--- src/inc/pdc_pkg.sv ---
// constants and types of the pll and distribution configuration block
// assumes a 32-bit axi4-lite master and a 20 MHz aclk
package pdc_pkg;
  // ==========================================================
  // register indices; byte address is four times the index
  localparam int IDX_W = 10;
  localparam logic [IDX_W-1:0] IDX_PLL_CTRL = 10'h010;
  localparam logic [IDX_W-1:0] IDX_ABL = 10'h017;
  localparam logic [IDX_W-1:0] IDX_ROUTE = 10'h1E1;
  localparam logic [IDX_W-1:0] IDX_UPDATE = 10'h232;
  localparam logic [IDX_W-1:0] IDX_CP_CUR = 10'h0F0;
  localparam logic [IDX_W-1:0] IDX_STATUS = 10'h0F1;
  localparam int ADDR_W = 12;
  // ==========================================================
  // field positions
  localparam int PWR_LSB = 0;
  localparam int CPM_LSB = 4;
  localparam int POL_BIT = 7;
  localparam int BYP_BIT = 0;
  localparam int SRC_BIT = 1;
  localparam int ABL_LSB = 0;
  localparam int CUR_LSB = 0;
  // ==========================================================
  // field codes
  localparam logic [1:0] PWR_NORMAL = 2'h0;
  localparam logic [1:0] PWR_ASYNC_PD = 2'h1;
  localparam logic [2:0] CPM_HIZ = 3'h0;
  localparam logic [2:0] CPM_UP = 3'h1;
  localparam logic [2:0] CPM_DOWN = 3'h2;
  localparam logic [2:0] CPM_NORMAL = 3'h3;
  localparam logic [7:0] UPDATE_GO = 8'h01;
  // ==========================================================
  // reset values: pll off, vco divider used, external clock
  localparam logic [7:0] PLL_CTRL_RST = 8'h01;
  localparam logic [7:0] ABL_RST = 8'h00;
  localparam logic [7:0] ROUTE_RST = 8'h00;
  localparam logic [7:0] CP_CUR_RST = 8'h07;
  localparam logic [1:0] RESP_OKAY = 2'h0;
  localparam logic [1:0] RESP_SLVERR = 2'h2;
  typedef struct packed {
    logic [7:0] pll_ctrl;
    logic [7:0] abl;
    logic [7:0] route;
    logic [7:0] cp_cur;
  } pdc_cfg_t;
  localparam pdc_cfg_t CFG_RST = '{PLL_CTRL_RST, ABL_RST, ROUTE_RST, CP_CUR_RST};
endpackage

--- src/inc/pdc_pfd_if.sv ---
// signals between the register block and the phase detector
// assumes both ends run on aclk
`timescale 1ns/1ns
interface pdc_pfd_if;
  logic pll_run;
  logic pol_neg;
  logic [2:0] cp_mode;
  logic [1:0] abl_sel;
  logic ref_in;
  logic fb_in;
  logic cp_up;
  logic cp_dn;
  logic cp_hiz;
  modport ctl(output pll_run, pol_neg, cp_mode, abl_sel, ref_in, fb_in, input cp_up, cp_dn, cp_hiz);
  modport pfd(input pll_run, pol_neg, cp_mode, abl_sel, ref_in, fb_in, output cp_up, cp_dn, cp_hiz);
endinterface

--- src/pdc_pfd.sv ---
// phase detector and charge pump steering
// assumes ref_in and fb_in are asynchronous divider outputs
`timescale 1ns/1ns
module pdc_pfd
  import pdc_pkg::*;
(
  input wire logic aclk,
  input wire logic aresetn,
  pdc_pfd_if.pfd lp
);
  typedef struct packed {
    logic [1:0] s1;
    logic [1:0] s2;
    logic [1:0] s3;
    logic [1:0] lvl;
    logic up;
    logic dn;
    logic [2:0] abl;
    logic cp_up;
    logic cp_dn;
    logic cp_hiz;
  } pdc_pfd_st_t;
  localparam pdc_pfd_st_t ST_RST = '{default: '0, cp_hiz: 1'b1};
  pdc_pfd_st_t q;
  pdc_pfd_st_t n;
  logic [1:0] edg;
  logic pu;
  logic pd;
  // ==========================================================
  // next state
  always_comb begin
    n = q;
    n.s1 = {lp.fb_in, lp.ref_in};
    n.s2 = q.s1;
    n.s3 = q.s2;
    for (int i = 0; i < 2; i++) begin
      if (q.s2[i] == q.s3[i]) begin
        n.lvl[i] = q.s3[i];
      end
    end
    edg = n.lvl & ~q.lvl;
    if (!lp.pll_run) begin
      n.up = 1'b0;
      n.dn = 1'b0;
      n.abl = '0;
    end else begin
      if (edg[0]) begin
        n.up = 1'b1;
      end
      if (edg[1]) begin
        n.dn = 1'b1;
      end
      if (q.up && q.dn) begin
        if (q.abl == {1'b0, lp.abl_sel}) begin
          n.up = edg[0];
          n.dn = edg[1];
          n.abl = '0;
        end else begin
          n.abl = q.abl + 3'h1;
        end
      end
    end
    pu = lp.pol_neg ? n.dn : n.up;
    pd = lp.pol_neg ? n.up : n.dn;
    case (lp.cp_mode)
      CPM_NORMAL: begin
        n.cp_up = pu;
        n.cp_dn = pd;
        n.cp_hiz = 1'b0;
      end
      CPM_UP: begin
        n.cp_up = 1'b1;
        n.cp_dn = 1'b0;
        n.cp_hiz = 1'b0;
      end
      CPM_DOWN: begin
        n.cp_up = 1'b0;
        n.cp_dn = 1'b1;
        n.cp_hiz = 1'b0;
      end
      default: begin
        n.cp_up = 1'b0;
        n.cp_dn = 1'b0;
        n.cp_hiz = 1'b1;
      end
    endcase
    if (!lp.pll_run) begin
      n.cp_up = 1'b0;
      n.cp_dn = 1'b0;
      n.cp_hiz = 1'b1;
    end
  end
  always_ff @(posedge aclk) begin
    if (!aresetn) begin
      q <= ST_RST;
    end else begin
      q <= n;
    end
  end
  assign lp.cp_up = q.cp_up;
  assign lp.cp_dn = q.cp_dn;
  assign lp.cp_hiz = q.cp_hiz;
endmodule

--- src/pdc_top.sv ---
// pll power, charge pump and distribution routing configuration
// assumes an axi4-lite master on aclk and async divider pins
//
// Overview of operation
// - power field 01 powers pll down
// - power field 00 runs pll normally
// - bypass bit set skips the vco divider
// - source bit clear selects external clock
// - polarity bit inverts pump up and down in normal mode only
// - settings apply only after update write 0x01
// - two-bit field sets antibacklash overlap width
// - mode field: hiz, up, down, normal
// - eight step charge pump current select
// - detector compares r and n edges
// - source bit set selects internal vco
//
// The implementer's own choice: register access over AXI4-Lite.
`timescale 1ns/1ns
module pdc_top
  import pdc_pkg::*;
(
  input wire logic aclk,
  input wire logic aresetn,
  input wire logic [ADDR_W-1:0] s_axi_awaddr,
  input wire logic [2:0] s_axi_awprot,
  input wire logic s_axi_awvalid,
  output logic s_axi_awready,
  input wire logic [31:0] s_axi_wdata,
  input wire logic [3:0] s_axi_wstrb,
  input wire logic s_axi_wvalid,
  output logic s_axi_wready,
  output logic [1:0] s_axi_bresp,
  output logic s_axi_bvalid,
  input wire logic s_axi_bready,
  input wire logic [ADDR_W-1:0] s_axi_araddr,
  input wire logic [2:0] s_axi_arprot,
  input wire logic s_axi_arvalid,
  output logic s_axi_arready,
  output logic [31:0] s_axi_rdata,
  output logic [1:0] s_axi_rresp,
  output logic s_axi_rvalid,
  input wire logic s_axi_rready,
  input wire logic ref_div_in,
  input wire logic fb_div_in,
  output logic pll_pd,
  output logic div_bypass,
  output logic src_vco,
  output logic cp_up,
  output logic cp_dn,
  output logic cp_hiz,
  output logic [2:0] cp_current
);
  typedef struct packed {
    logic aw_ok;
    logic [IDX_W-1:0] aw_idx;
    logic w_ok;
    logic [7:0] w_dat;
    logic w_en;
    logic bvalid;
    logic [1:0] bresp;
    logic rvalid;
    logic [7:0] rdata;
    logic [1:0] rresp;
    pdc_cfg_t pend;
    pdc_cfg_t act;
  } pdc_top_st_t;
  localparam pdc_top_st_t ST_RST = '{
    aw_ok: 1'b0,
    aw_idx: '0,
    w_ok: 1'b0,
    w_dat: '0,
    w_en: 1'b0,
    bvalid: 1'b0,
    bresp: RESP_OKAY,
    rvalid: 1'b0,
    rdata: '0,
    rresp: RESP_OKAY,
    pend: CFG_RST,
    act: CFG_RST
  };
  pdc_top_st_t q;
  pdc_top_st_t n;
  logic have_aw;
  logic have_w;
  logic do_wr;
  logic do_upd;
  logic [IDX_W-1:0] wr_idx;
  logic [7:0] wr_dat;
  logic wr_en;
  logic do_rd;
  logic [IDX_W-1:0] rd_idx;
  logic [7:0] status;
  logic wr_mapped;
  logic rd_mapped;
  pdc_pfd_if pl();
  // ==========================================================
  // active configuration to the outside
  assign pll_pd = q.act.pll_ctrl[PWR_LSB +: 2] != PWR_NORMAL;
  assign div_bypass = q.act.route[BYP_BIT];
  assign src_vco = q.act.route[SRC_BIT];
  assign cp_current = q.act.cp_cur[CUR_LSB +: 3];
  assign pl.pll_run = q.act.pll_ctrl[PWR_LSB +: 2] == PWR_NORMAL;
  assign pl.pol_neg = q.act.pll_ctrl[POL_BIT];
  assign pl.cp_mode = q.act.pll_ctrl[CPM_LSB +: 3];
  assign pl.abl_sel = q.act.abl[ABL_LSB +: 2];
  assign pl.ref_in = ref_div_in;
  assign pl.fb_in = fb_div_in;
  assign cp_up = pl.cp_up;
  assign cp_dn = pl.cp_dn;
  assign cp_hiz = pl.cp_hiz;
  assign status = {2'h0, pl.cp_hiz, pl.cp_dn, pl.cp_up, src_vco, div_bypass, pll_pd};
  // ==========================================================
  // phase detector
  pdc_pfd u_pfd (
    .aclk(aclk),
    .aresetn(aresetn),
    .lp(pl)
  );
  // ==========================================================
  // axi handshakes
  assign s_axi_awready = !q.aw_ok && !q.bvalid;
  assign s_axi_wready = !q.w_ok && !q.bvalid;
  assign s_axi_arready = !q.rvalid;
  assign s_axi_bvalid = q.bvalid;
  assign s_axi_bresp = q.bresp;
  assign s_axi_rvalid = q.rvalid;
  assign s_axi_rresp = q.rresp;
  assign s_axi_rdata = {24'h000000, q.rdata};
  assign have_aw = q.aw_ok || (s_axi_awvalid && s_axi_awready);
  assign have_w = q.w_ok || (s_axi_wvalid && s_axi_wready);
  assign do_wr = have_aw && have_w;
  assign wr_idx = q.aw_ok ? q.aw_idx : s_axi_awaddr[ADDR_W-1:2];
  assign wr_dat = q.w_ok ? q.w_dat : s_axi_wdata[7:0];
  assign wr_en = q.w_ok ? q.w_en : s_axi_wstrb[0];
  assign do_upd = do_wr && wr_en && wr_idx == IDX_UPDATE && wr_dat == UPDATE_GO;
  assign do_rd = s_axi_arvalid && s_axi_arready;
  assign rd_idx = s_axi_araddr[ADDR_W-1:2];
  // ==========================================================
  // next state
  always_comb begin
    n = q;
    if (s_axi_awvalid && s_axi_awready) begin
      n.aw_ok = 1'b1;
      n.aw_idx = s_axi_awaddr[ADDR_W-1:2];
    end
    if (s_axi_wvalid && s_axi_wready) begin
      n.w_ok = 1'b1;
      n.w_dat = s_axi_wdata[7:0];
      n.w_en = s_axi_wstrb[0];
    end
    if (q.bvalid && s_axi_bready) begin
      n.bvalid = 1'b0;
    end
    if (do_wr) begin
      n.aw_ok = 1'b0;
      n.w_ok = 1'b0;
      n.bvalid = 1'b1;
      n.bresp = RESP_OKAY;
      case (wr_idx)
        IDX_PLL_CTRL: begin
          if (wr_en) begin
            n.pend.pll_ctrl = wr_dat;
          end
        end
        IDX_ABL: begin
          if (wr_en) begin
            n.pend.abl = wr_dat;
          end
        end
        IDX_ROUTE: begin
          if (wr_en) begin
            n.pend.route = wr_dat;
          end
        end
        IDX_CP_CUR: begin
          if (wr_en) begin
            n.pend.cp_cur = wr_dat;
          end
        end
        IDX_UPDATE: begin
          if (do_upd) begin
            n.act = q.pend;
          end
        end
        IDX_STATUS: begin
          n.bresp = RESP_OKAY;
        end
        default: begin
          n.bresp = RESP_SLVERR;
        end
      endcase
    end
    if (q.rvalid && s_axi_rready) begin
      n.rvalid = 1'b0;
    end
    if (do_rd) begin
      n.rvalid = 1'b1;
      n.rresp = RESP_OKAY;
      case (rd_idx)
        IDX_PLL_CTRL: begin
          n.rdata = q.pend.pll_ctrl;
        end
        IDX_ABL: begin
          n.rdata = q.pend.abl;
        end
        IDX_ROUTE: begin
          n.rdata = q.pend.route;
        end
        IDX_CP_CUR: begin
          n.rdata = q.pend.cp_cur;
        end
        IDX_UPDATE: begin
          n.rdata = 8'h00;
        end
        IDX_STATUS: begin
          n.rdata = status;
        end
        default: begin
          n.rdata = 8'h00;
          n.rresp = RESP_SLVERR;
        end
      endcase
    end
  end
  always_ff @(posedge aclk) begin
    if (!aresetn) begin
      q <= ST_RST;
    end else begin
      q <= n;
    end
  end

  // ==========================================================
  // register store and answer checks
  assign wr_mapped = wr_idx inside {IDX_PLL_CTRL, IDX_ABL, IDX_ROUTE, IDX_CP_CUR, IDX_UPDATE, IDX_STATUS};
  assign rd_mapped = rd_idx inside {IDX_PLL_CTRL, IDX_ABL, IDX_ROUTE, IDX_CP_CUR, IDX_UPDATE, IDX_STATUS};
endmodule
--- config.mk ---
export PLATFORM = sky130hd
export DESIGN_NAME = pdc_top
export DESIGN_NICKNAME = d
export VERILOG_FILES = /design/src/inc/pdc_pkg.sv /design/src/inc/pdc_pfd_if.sv /design/src/pdc_pfd.sv /design/src/pdc_top.sv
export SDC_FILE = /design/constraint.sdc
export NUM_CORES = 1
export LEC_CHECK = 0
export ABC_AREA = 1
export BUFFER_PORTS_ARGS = -buffer_cell sky130_fd_sc_hd__buf_2
export CELL_PAD_IN_SITES_DETAIL_PLACEMENT = 1
export CELL_PAD_IN_SITES_GLOBAL_PLACEMENT = 2
export CORE_MARGIN = 1.5
export CORE_UTILIZATION = 31
export CTS_CLUSTER_SIZE = 28
export DETAILED_ROUTE_END_ITERATION = 16
export PLACE_DENSITY_LB_ADDON = 0.1
export SLEW_MARGIN = 20
export SYNTH_ARGS = -nofsm -noshare
export SYNTH_HDL_FRONTEND = slang
export SYNTH_SLANG_ARGS = --single-unit
--- constraint.sdc ---
create_clock -name aclk -period 4.7 [get_ports aclk]
set_clock_uncertainty 0.05 [all_clocks]
set_input_delay 0.47 -clock aclk [delete_from_list [all_inputs] [get_ports aclk]]
set_output_delay 0.47 -clock aclk [all_outputs]
set_load 0.01 [all_outputs]
==> results.md, run 1 <==
* Cell breakdown of the critical path: inv_2, nand2_1, nand2_1, inv_1, nand2_1, nor2_2, and2_1, nand3_4, nand2_1, inv_1, nor2_1
* Clock transition at the registers of the reported paths at 0.07 ns
* Critical path buffer and inverter count at 3
* Gate count of the mapped netlist at 739
* Number of antenna violations at the first check in global routing at 0
* DRC marker count from the first detailed-route iteration at 214
* Clock insertion delay at the later pin of the skew report at 0.36 ns
* Element type at the critical path start: flop
* Share of synthesized registers carrying an async set or reset at 0%
* DIE AREA at 16740 um2
* Worst R2R Path Depth at 11
* Die Span Y at 129.4 um
* Final setup viols at 0
* Fin crit share at 60.96%
* Standard-cell rows at 46
* Critical Path Slowest Stage Cell: sky130_fd_sc_hd__dfxtp_1
* Outcome: finished clean
* Quantity of hold-fixing buffers added after cts at 0
* Final Max Slew Viols at 0
* Max cap viols at 0
* Classification of the worst-slack hold path: in2reg
* Via-to-Cell Ratio at 4.462
* Register bit count reported by yosys at 94
* Worst endpoint required time at 4.94 ns
* Share of post-route cells with drive strength above 1 at 14.74%
* Final sum of negative setup slack at 0 ns
* Total routed wirelength at 13.39 mm
* Commonest non-fill, non-tap cell in the layout: sky130_fd_sc_hd__nand2_1
* I/O pin cnt at 125
* Total routing resource utilization after global routing at 16.76%
* Final estimated routing congestion in global placement at 0.7654
* Total number of cells along the worst setup path at 11
* Number of enable-type register cells in the synthesized netlist at 0
* Transition at the pin with the smallest max-transition slack at 0.8421 ns
* Seq/Total Area, Yosys at 38.01%
* Detailed placer's ending HPWL at 9.678 mm
* Resized cells post-CTS at 0
* Highest net fanout along the worst path at 19
* Count of H-tree levels built during CTS at 3
* Number of cells in the finished layout apart from fillers at 996
* Most frequent cells in the layout: 201 x sky130_fd_sc_hd__nand2_1, 117 x sky130_fd_sc_hd__nor2_1, 94 x sky130_fd_sc_hd__dfxtp_1
* Family with the most delay on the worst path: simple AND/OR/NAND/NOR gates
* Worst setup path class: reg2reg
* Worst hold path cell count at 3
* Biggest cell delay along the critical path at 0.78 ns
* Number of hold-slack violations in the final timing report at 0
* Overall die width at 129.4 um
* Average wire per cell in the routed design at 13.44 um
* Shortest clock period the worst path allows after layout at 2.865 ns
* Number of buffer cells added on primary ports at 61
* Fillcell total at 2054
* Postcts setup bufs at 0
* Setup repair after global routing missed its margin: no
* Clock Tree Buf Depth at 2
* Total number of yosys warnings at 0
* Post-route antenna net violation count at 0
* Worst Setup End Kind: flop
* Number of cells after detailed placement at 980
* Largest voltage drop on the vdd net at 0.1673 mV
* Total DRC errors in the routed layout at 0
* Leakage power total at 2.592 nW
* Area after detailed placement at 5179 um2
* Starting Density at 31.51%
* Worst rel slew slack at 43.86%
* Number of library cell types mapped by synthesis at 39
* Pin count of the biggest net entering global routing at 82
* Synthesis-to-layout area growth at 10.77%
* Total power at 1.945 mW
* First drt pass iteration count at 4
* CTS tree: built
* Syn Std Cell Area at 4951 um2
* Power density over the cells at 354.7 nW/um2
* Post-Syn Area per Cell at 6.700 um2
* Vias in the first global route at 4115
* Clock buffers created by TritonCTS at 9
* Most Frequent Cell on Critical Path: sky130_fd_sc_hd__nand2_1
* Arrival time reported for the critical path endpoint at 3.11 ns
* Fmax at 349.1 MHz
* Vias post-DR at 4444
* Sinks on the clock net at 94
* Remaining global-route overflow at 0
* Design Area, Final at 5484 um2
* First-pass GRT wire length at 21.41 mm
* Layout net count at 851
* Core box area at 15710 um2
* Clock tree root buffer cell: sky130_fd_sc_hd__clkbuf_16
* Diode insertion count for antenna repair at 0
* Ys flop type: sky130_fd_sc_hd__dfxtp_1
-- power breakdown --
group	internal [mW]	total (mW)	switching, mW
logic	0.0907	0.311	0.220
clock network	0.418	0.763	0.345
registers	0.835	0.871	0.0359
-- worst paths after layout --
kind | startpoint | to | slack, ns
hold reg to reg | u_pfd.n[12]$_SDFF_PN0_ | u_pfd.n[10]$_SDFF_PN0_ | 0.37
setup / recovery | q[98]$_SDFFE_PP0P_ | q[55]$_SDFFE_PN0P_ | 1.84
hold / removal | ref_div_in | u_pfd.n[12]$_SDFF_PN0_ | 0.24
setup reg to reg | q[98]$_SDFFE_PP0P_ | q[55]$_SDFFE_PN0P_ | 1.84
-- cell usage after synthesis (2+ instances only) --
| master | instances | area (um2) |
|---|---|---|
| sky130_fd_sc_hd__nor2_1 | 117 | 439.2 |
| sky130_fd_sc_hd__nand3b_1 | 3 | 22.52 |
| sky130_fd_sc_hd__nand2_2 | 5 | 31.28 |
| sky130_fd_sc_hd__nand3_2 | 2 | 20.02 |
| sky130_fd_sc_hd__nor2_2 | 6 | 37.54 |
| sky130_fd_sc_hd__o211ai_1 | 4 | 30.03 |
| sky130_fd_sc_hd__buf_1 | 2 | 7.510 |
| sky130_fd_sc_hd__o21ai_2 | 8 | 70.07 |
| sky130_fd_sc_hd__dfxtp_1 | 94 | 1882 |
| sky130_fd_sc_hd__o21ai_0 | 38 | 190.2 |
| sky130_fd_sc_hd__clkbuf_1 | 8 | 30.03 |
| sky130_fd_sc_hd__inv_2 | 5 | 18.77 |
| sky130_fd_sc_hd__nand3_1 | 31 | 155.2 |
| sky130_fd_sc_hd__buf_6 | 9 | 101.4 |
| sky130_fd_sc_hd__inv_1 | 86 | 322.8 |
| sky130_fd_sc_hd__nor3_1 | 9 | 45.04 |
| sky130_fd_sc_hd__a21oi_1 | 26 | 130.1 |
| sky130_fd_sc_hd__nand4_1 | 20 | 125.1 |
| sky130_fd_sc_hd__nand3_4 | 3 | 52.55 |
| sky130_fd_sc_hd__nor2_4 | 2 | 22.52 |
| sky130_fd_sc_hd__nand2_1 | 201 | 754.5 |
| sky130_fd_sc_hd__buf_2 | 3 | 15.01 |
| sky130_fd_sc_hd__buf_4 | 40 | 300.3 |
| sky130_fd_sc_hd__o22ai_1 | 2 | 12.51 |
-- routing by layer --
layer  vias up  track usage, %  part of all wire, %
li1       2314               -                    -
met1      2045           22.53                   49
met2        73           27.25                   46
met3        12           2.519                  3.2
met4         0           6.147                  1.5
met5         -               0                    0
-- worst min-delay path: cells and delay by family --
family,cells,cell delay [ns]
simple gates,1,0.04
buf+inv,2,0.11
-- flip-flops by register name (all words and copies together) (netlist names), 2 cells and up --
name	flops
q	55
u_pfd.q	9
s_axi_rdata	8
u_pfd.n	4
cp_current	3
pl.cp_mode	3
pl.abl_sel	2
-- logic make-up after synthesis --
kind of cell	count (synthesis)	share of synthesized area, %
DFF	94	38.01
adders and majority gates	1	0.2527
xor gates and xnor gates	2	0.3539
AOI/OAI and AO/OA	82	9.528
buffers and inverters	155	16.33
other	1	0.07574
and+or+nand+nor	404	35.46
-- metrics by stage --
step | utilization [%] | setup WS (ns) | hold WS (ns)
2_1_floorplan | - | 2.967 | 0.3405
3_3_place_gp | 32.93 | 1.849 | 0.3477
3_5_place_dp | 32.96 | 1.776 | 0.3531
4_1_cts | 34.90 | 1.760 | 0.2304
5_1_grt | 34.90 | 1.546 | 0.2504
6_report | 34.90 | 1.835 | 0.2411
-- final cells by class --
type	count	area (um2)	area share, %
inverters	93	354.1	6.457
repair buffers	62	312.8	5.704
well taps	216	270.3	4.928
clock buffers	9	225.2	4.107
multi-input cells	515	2360	43.03
flip-flops and latches	94	1882	34.31
clock inverters	7	80.08	1.460
(Power assumes the default switching activity.)
==> inputs of run 2 (changes only) <==
--- a/config.mk
+++ b/config.mk
@@ -10,7 +10,7 @@
 export CELL_PAD_IN_SITES_DETAIL_PLACEMENT = 1
 export CELL_PAD_IN_SITES_GLOBAL_PLACEMENT = 2
 export CORE_MARGIN = 1.5
-export CORE_UTILIZATION = 31
+export CORE_UTILIZATION = 28
 export CTS_CLUSTER_SIZE = 28
 export DETAILED_ROUTE_END_ITERATION = 16
 export PLACE_DENSITY_LB_ADDON = 0.1
==> constraint.sdc (replaced) <==
create_clock -name aclk -period 2.9 [get_ports aclk]
set_clock_uncertainty 0.05 [all_clocks]
set_input_delay 0.29 -clock aclk [delete_from_list [all_inputs] [get_ports aclk]]
set_output_delay 0.29 -clock aclk [all_outputs]
set_load 0.01 [all_outputs]
==> run 2 against run 1 <==
  * Flip-flop and latch count unchanged
  * Non-clock buffer count grew 11
  * Sequential power grew 60%
  * Largest cell class unchanged
==> results.md, run 2 (synthesis gave the netlist of run 1 again) <==
* R2r endpoint: div_bypass$_SDFFE_PN0P_
* Core box area at 17300 um2
* Fin crit share at 77.51%
* Postcts setup bufs at 0
* Post-route antenna net violation count at 0
* Fmax at 444.9 MHz
* Count of H-tree levels built during CTS at 3
* Sinks on the clock net at 94
* Max cap viols at 0
* I/O pin cnt at 125
* Number of buffer cells added on primary ports at 61
* Worst rel slew slack at 44.99%
* Worst R2R Path Depth at 11
* DRC marker count from the first detailed-route iteration at 141
* Standard-cell rows at 48
* Overall die width at 136.0 um
* Clock buffers created by TritonCTS at 9
* CTS tree: built
* Final sum of negative setup slack at 0 ns
* DIE AREA at 18490 um2
* Starting Density at 28.62%
* Worst hold slack at 0.06492 ns
* Number of flip-flops in the largest register at 55
* Total routed wirelength at 13.87 mm
* Final worst slack at 0.6522 ns
* Remaining global-route overflow at 0
* Number of antenna violations at the first check in global routing at 0
* Vias in the first global route at 4581
* Detailed placer's ending HPWL at 10.28 mm
* Worst hold path startpoint: s_axi_bready
* Element type at the critical path start: flop
* Shortest clock period the worst path allows after layout at 2.248 ns
* Via-to-Cell Ratio at 4.391
* Worst hold path cell count at 2
* Reg-to-reg setup timing slack at 0.65 ns
* Number of hold-slack violations in the final timing report at 0
* Diode insertion count for antenna repair at 0
* Clock tree root buffer cell: sky130_fd_sc_hd__clkbuf_16
* Total DRC errors in the routed layout at 0
* Worst setup path class: reg2reg
* Vias post-DR at 4461
* Most frequent cells in the layout: 201 x sky130_fd_sc_hd__nand2_1, 117 x sky130_fd_sc_hd__nor2_1, 94 x sky130_fd_sc_hd__dfxtp_1
* Final Max Slew Viols at 0
* Final estimated routing congestion in global placement at 0.7429
* Clock transition at the registers of the reported paths at 0.07 ns
* Worst Setup End Kind: flop
* Setup repair after global routing missed its margin: no
* Classification of the worst-slack hold path: in2reg
* Leakage power total at 2.661 nW
* Most Frequent Cell on Critical Path: sky130_fd_sc_hd__nand2_1
* Outcome: finished clean
* Quantity of hold-fixing buffers added after cts at 0
* Clock insertion delay at the later pin of the skew report at 0.35 ns
* Total routing resource utilization after global routing at 16.02%
* Worst endpoint required time at 3.14 ns
* Power density over the cells at 585.7 nW/um2
* Area after detailed placement at 5268 um2
* Arrival time reported for the critical path endpoint at 2.49 ns
* Largest voltage drop on the vdd net at 0.2951 mV
* Commonest non-fill, non-tap cell in the layout: sky130_fd_sc_hd__nand2_1
* Final setup viols at 0
* Average wire per cell in the routed design at 13.65 um
* Hold endpoint: s_axi_bvalid$_SDFFE_PN0P_
* Synthesis-to-layout area growth at 13.04%
* Highest net fanout along the worst path at 22
* Cell breakdown of the critical path: buf_4, nand2_1, nand2_1, nand2_1, nor2_1, nand2_1, nor2_1, nand2_2, nand2_1, nand2_1, nor2_1
* First-pass GRT wire length at 22.85 mm
* First drt pass iteration count at 4
* Layout net count at 862
* Critical Path Slowest Stage Cell: sky130_fd_sc_hd__dfxtp_1
* Family with the most delay on the worst path: simple AND/OR/NAND/NOR gates
* Resized cells post-CTS at 0
* Transition at the pin with the smallest max-transition slack at 0.8251 ns
* Biggest cell delay along the critical path at 0.69 ns
* Total power at 3.278 mW
* Largest reg by FF count: q
* Pin count of the biggest net entering global routing at 82
* Design Area, Final at 5597 um2
* Share of post-route cells with drive strength above 1 at 15.80%
* Clock Tree Buf Depth at 2
* Minimum setup slack after placement at 0.6364 ns
* Worst r2r src: q[87]$_SDFFE_PP0P_
* Critical path buffer and inverter count at 1
* Fillcell total at 2251
* Die Span Y at 136.0 um
==> run 2: stage by stage <==
stage	utilization [%]	instances
after floorplan	-	764
after global placement	30.45	1000
after detailed placement	30.45	1000
after CTS	32.36	1016
after global routing	32.36	1016
final	32.36	1016
==> run 2: worst max path at each step <==
stage | from | to | slack [ns] | cells after the start
6_report | q[87]$_SDFFE_PP0P_ | div_bypass$_SDFFE_PN0P_ | 0.65 | 11
5_1_grt | q[87]$_SDFFE_PP0P_ | q[38]$_SDFFE_PN0P_ | 0.38 | 11
4_1_cts | q[87]$_SDFFE_PP0P_ | pl.cp_mode[0]$_SDFFE_PN0P_ | 0.61 | 11
3_5_place_dp | q[87]$_SDFFE_PP0P_ | div_bypass$_SDFFE_PN0P_ | 0.64 | 11
2_1_floorplan | s_axi_bvalid$_SDFFE_PN0P_ | q[55]$_SDFFE_PN0P_ | 1.17 | 11
3_3_place_gp | q[87]$_SDFFE_PP0P_ | cp_current[2]$_SDFFE_PN1P_ | 0.67 | 10
==> run 2: area by class of cell <==
cell class / count / area (um2) / share of cell area, %
inverter: 93 / 354.1 / 6.327
timing repair buffer: 73 / 395.4 / 7.065
multi-input combinational: 515 / 2355 / 42.07
clock buffer: 9 / 225.2 / 4.024
clock inverter: 7 / 103.9 / 1.856
tap: 225 / 281.5 / 5.030
sequential: 94 / 1882 / 33.62
==> run 2: metal layers <==
layer	up-vias	track usage (%)	wire length, um
met3	10	3.468	490
met1	2046	20.21	6731
met5	-	0	0
met4	0	4.965	182
met2	72	27.24	6468
li1	2333	-	-
==> run 2: power by group <==
group,switching (mW),internal [mW]
combinational,0.381,0.167
clock,0.566,0.769
sequential,0.0421,1.35
total,0.989,2.29
==> run 2: worst register-to-register path: stages (launching register included) <==
cell	delay [ns]
sky130_fd_sc_hd__dfxtp_1	0.69
sky130_fd_sc_hd__buf_4	0.24
sky130_fd_sc_hd__nand2_1	0.05
sky130_fd_sc_hd__nand2_1	0.14
sky130_fd_sc_hd__nand2_1	0.07
sky130_fd_sc_hd__nor2_1	0.11
sky130_fd_sc_hd__nand2_1	0.11
sky130_fd_sc_hd__nor2_1	0.13
sky130_fd_sc_hd__nand2_2	0.26
sky130_fd_sc_hd__nand2_1	0.16
sky130_fd_sc_hd__nand2_1	0.06
sky130_fd_sc_hd__nor2_1	0.12
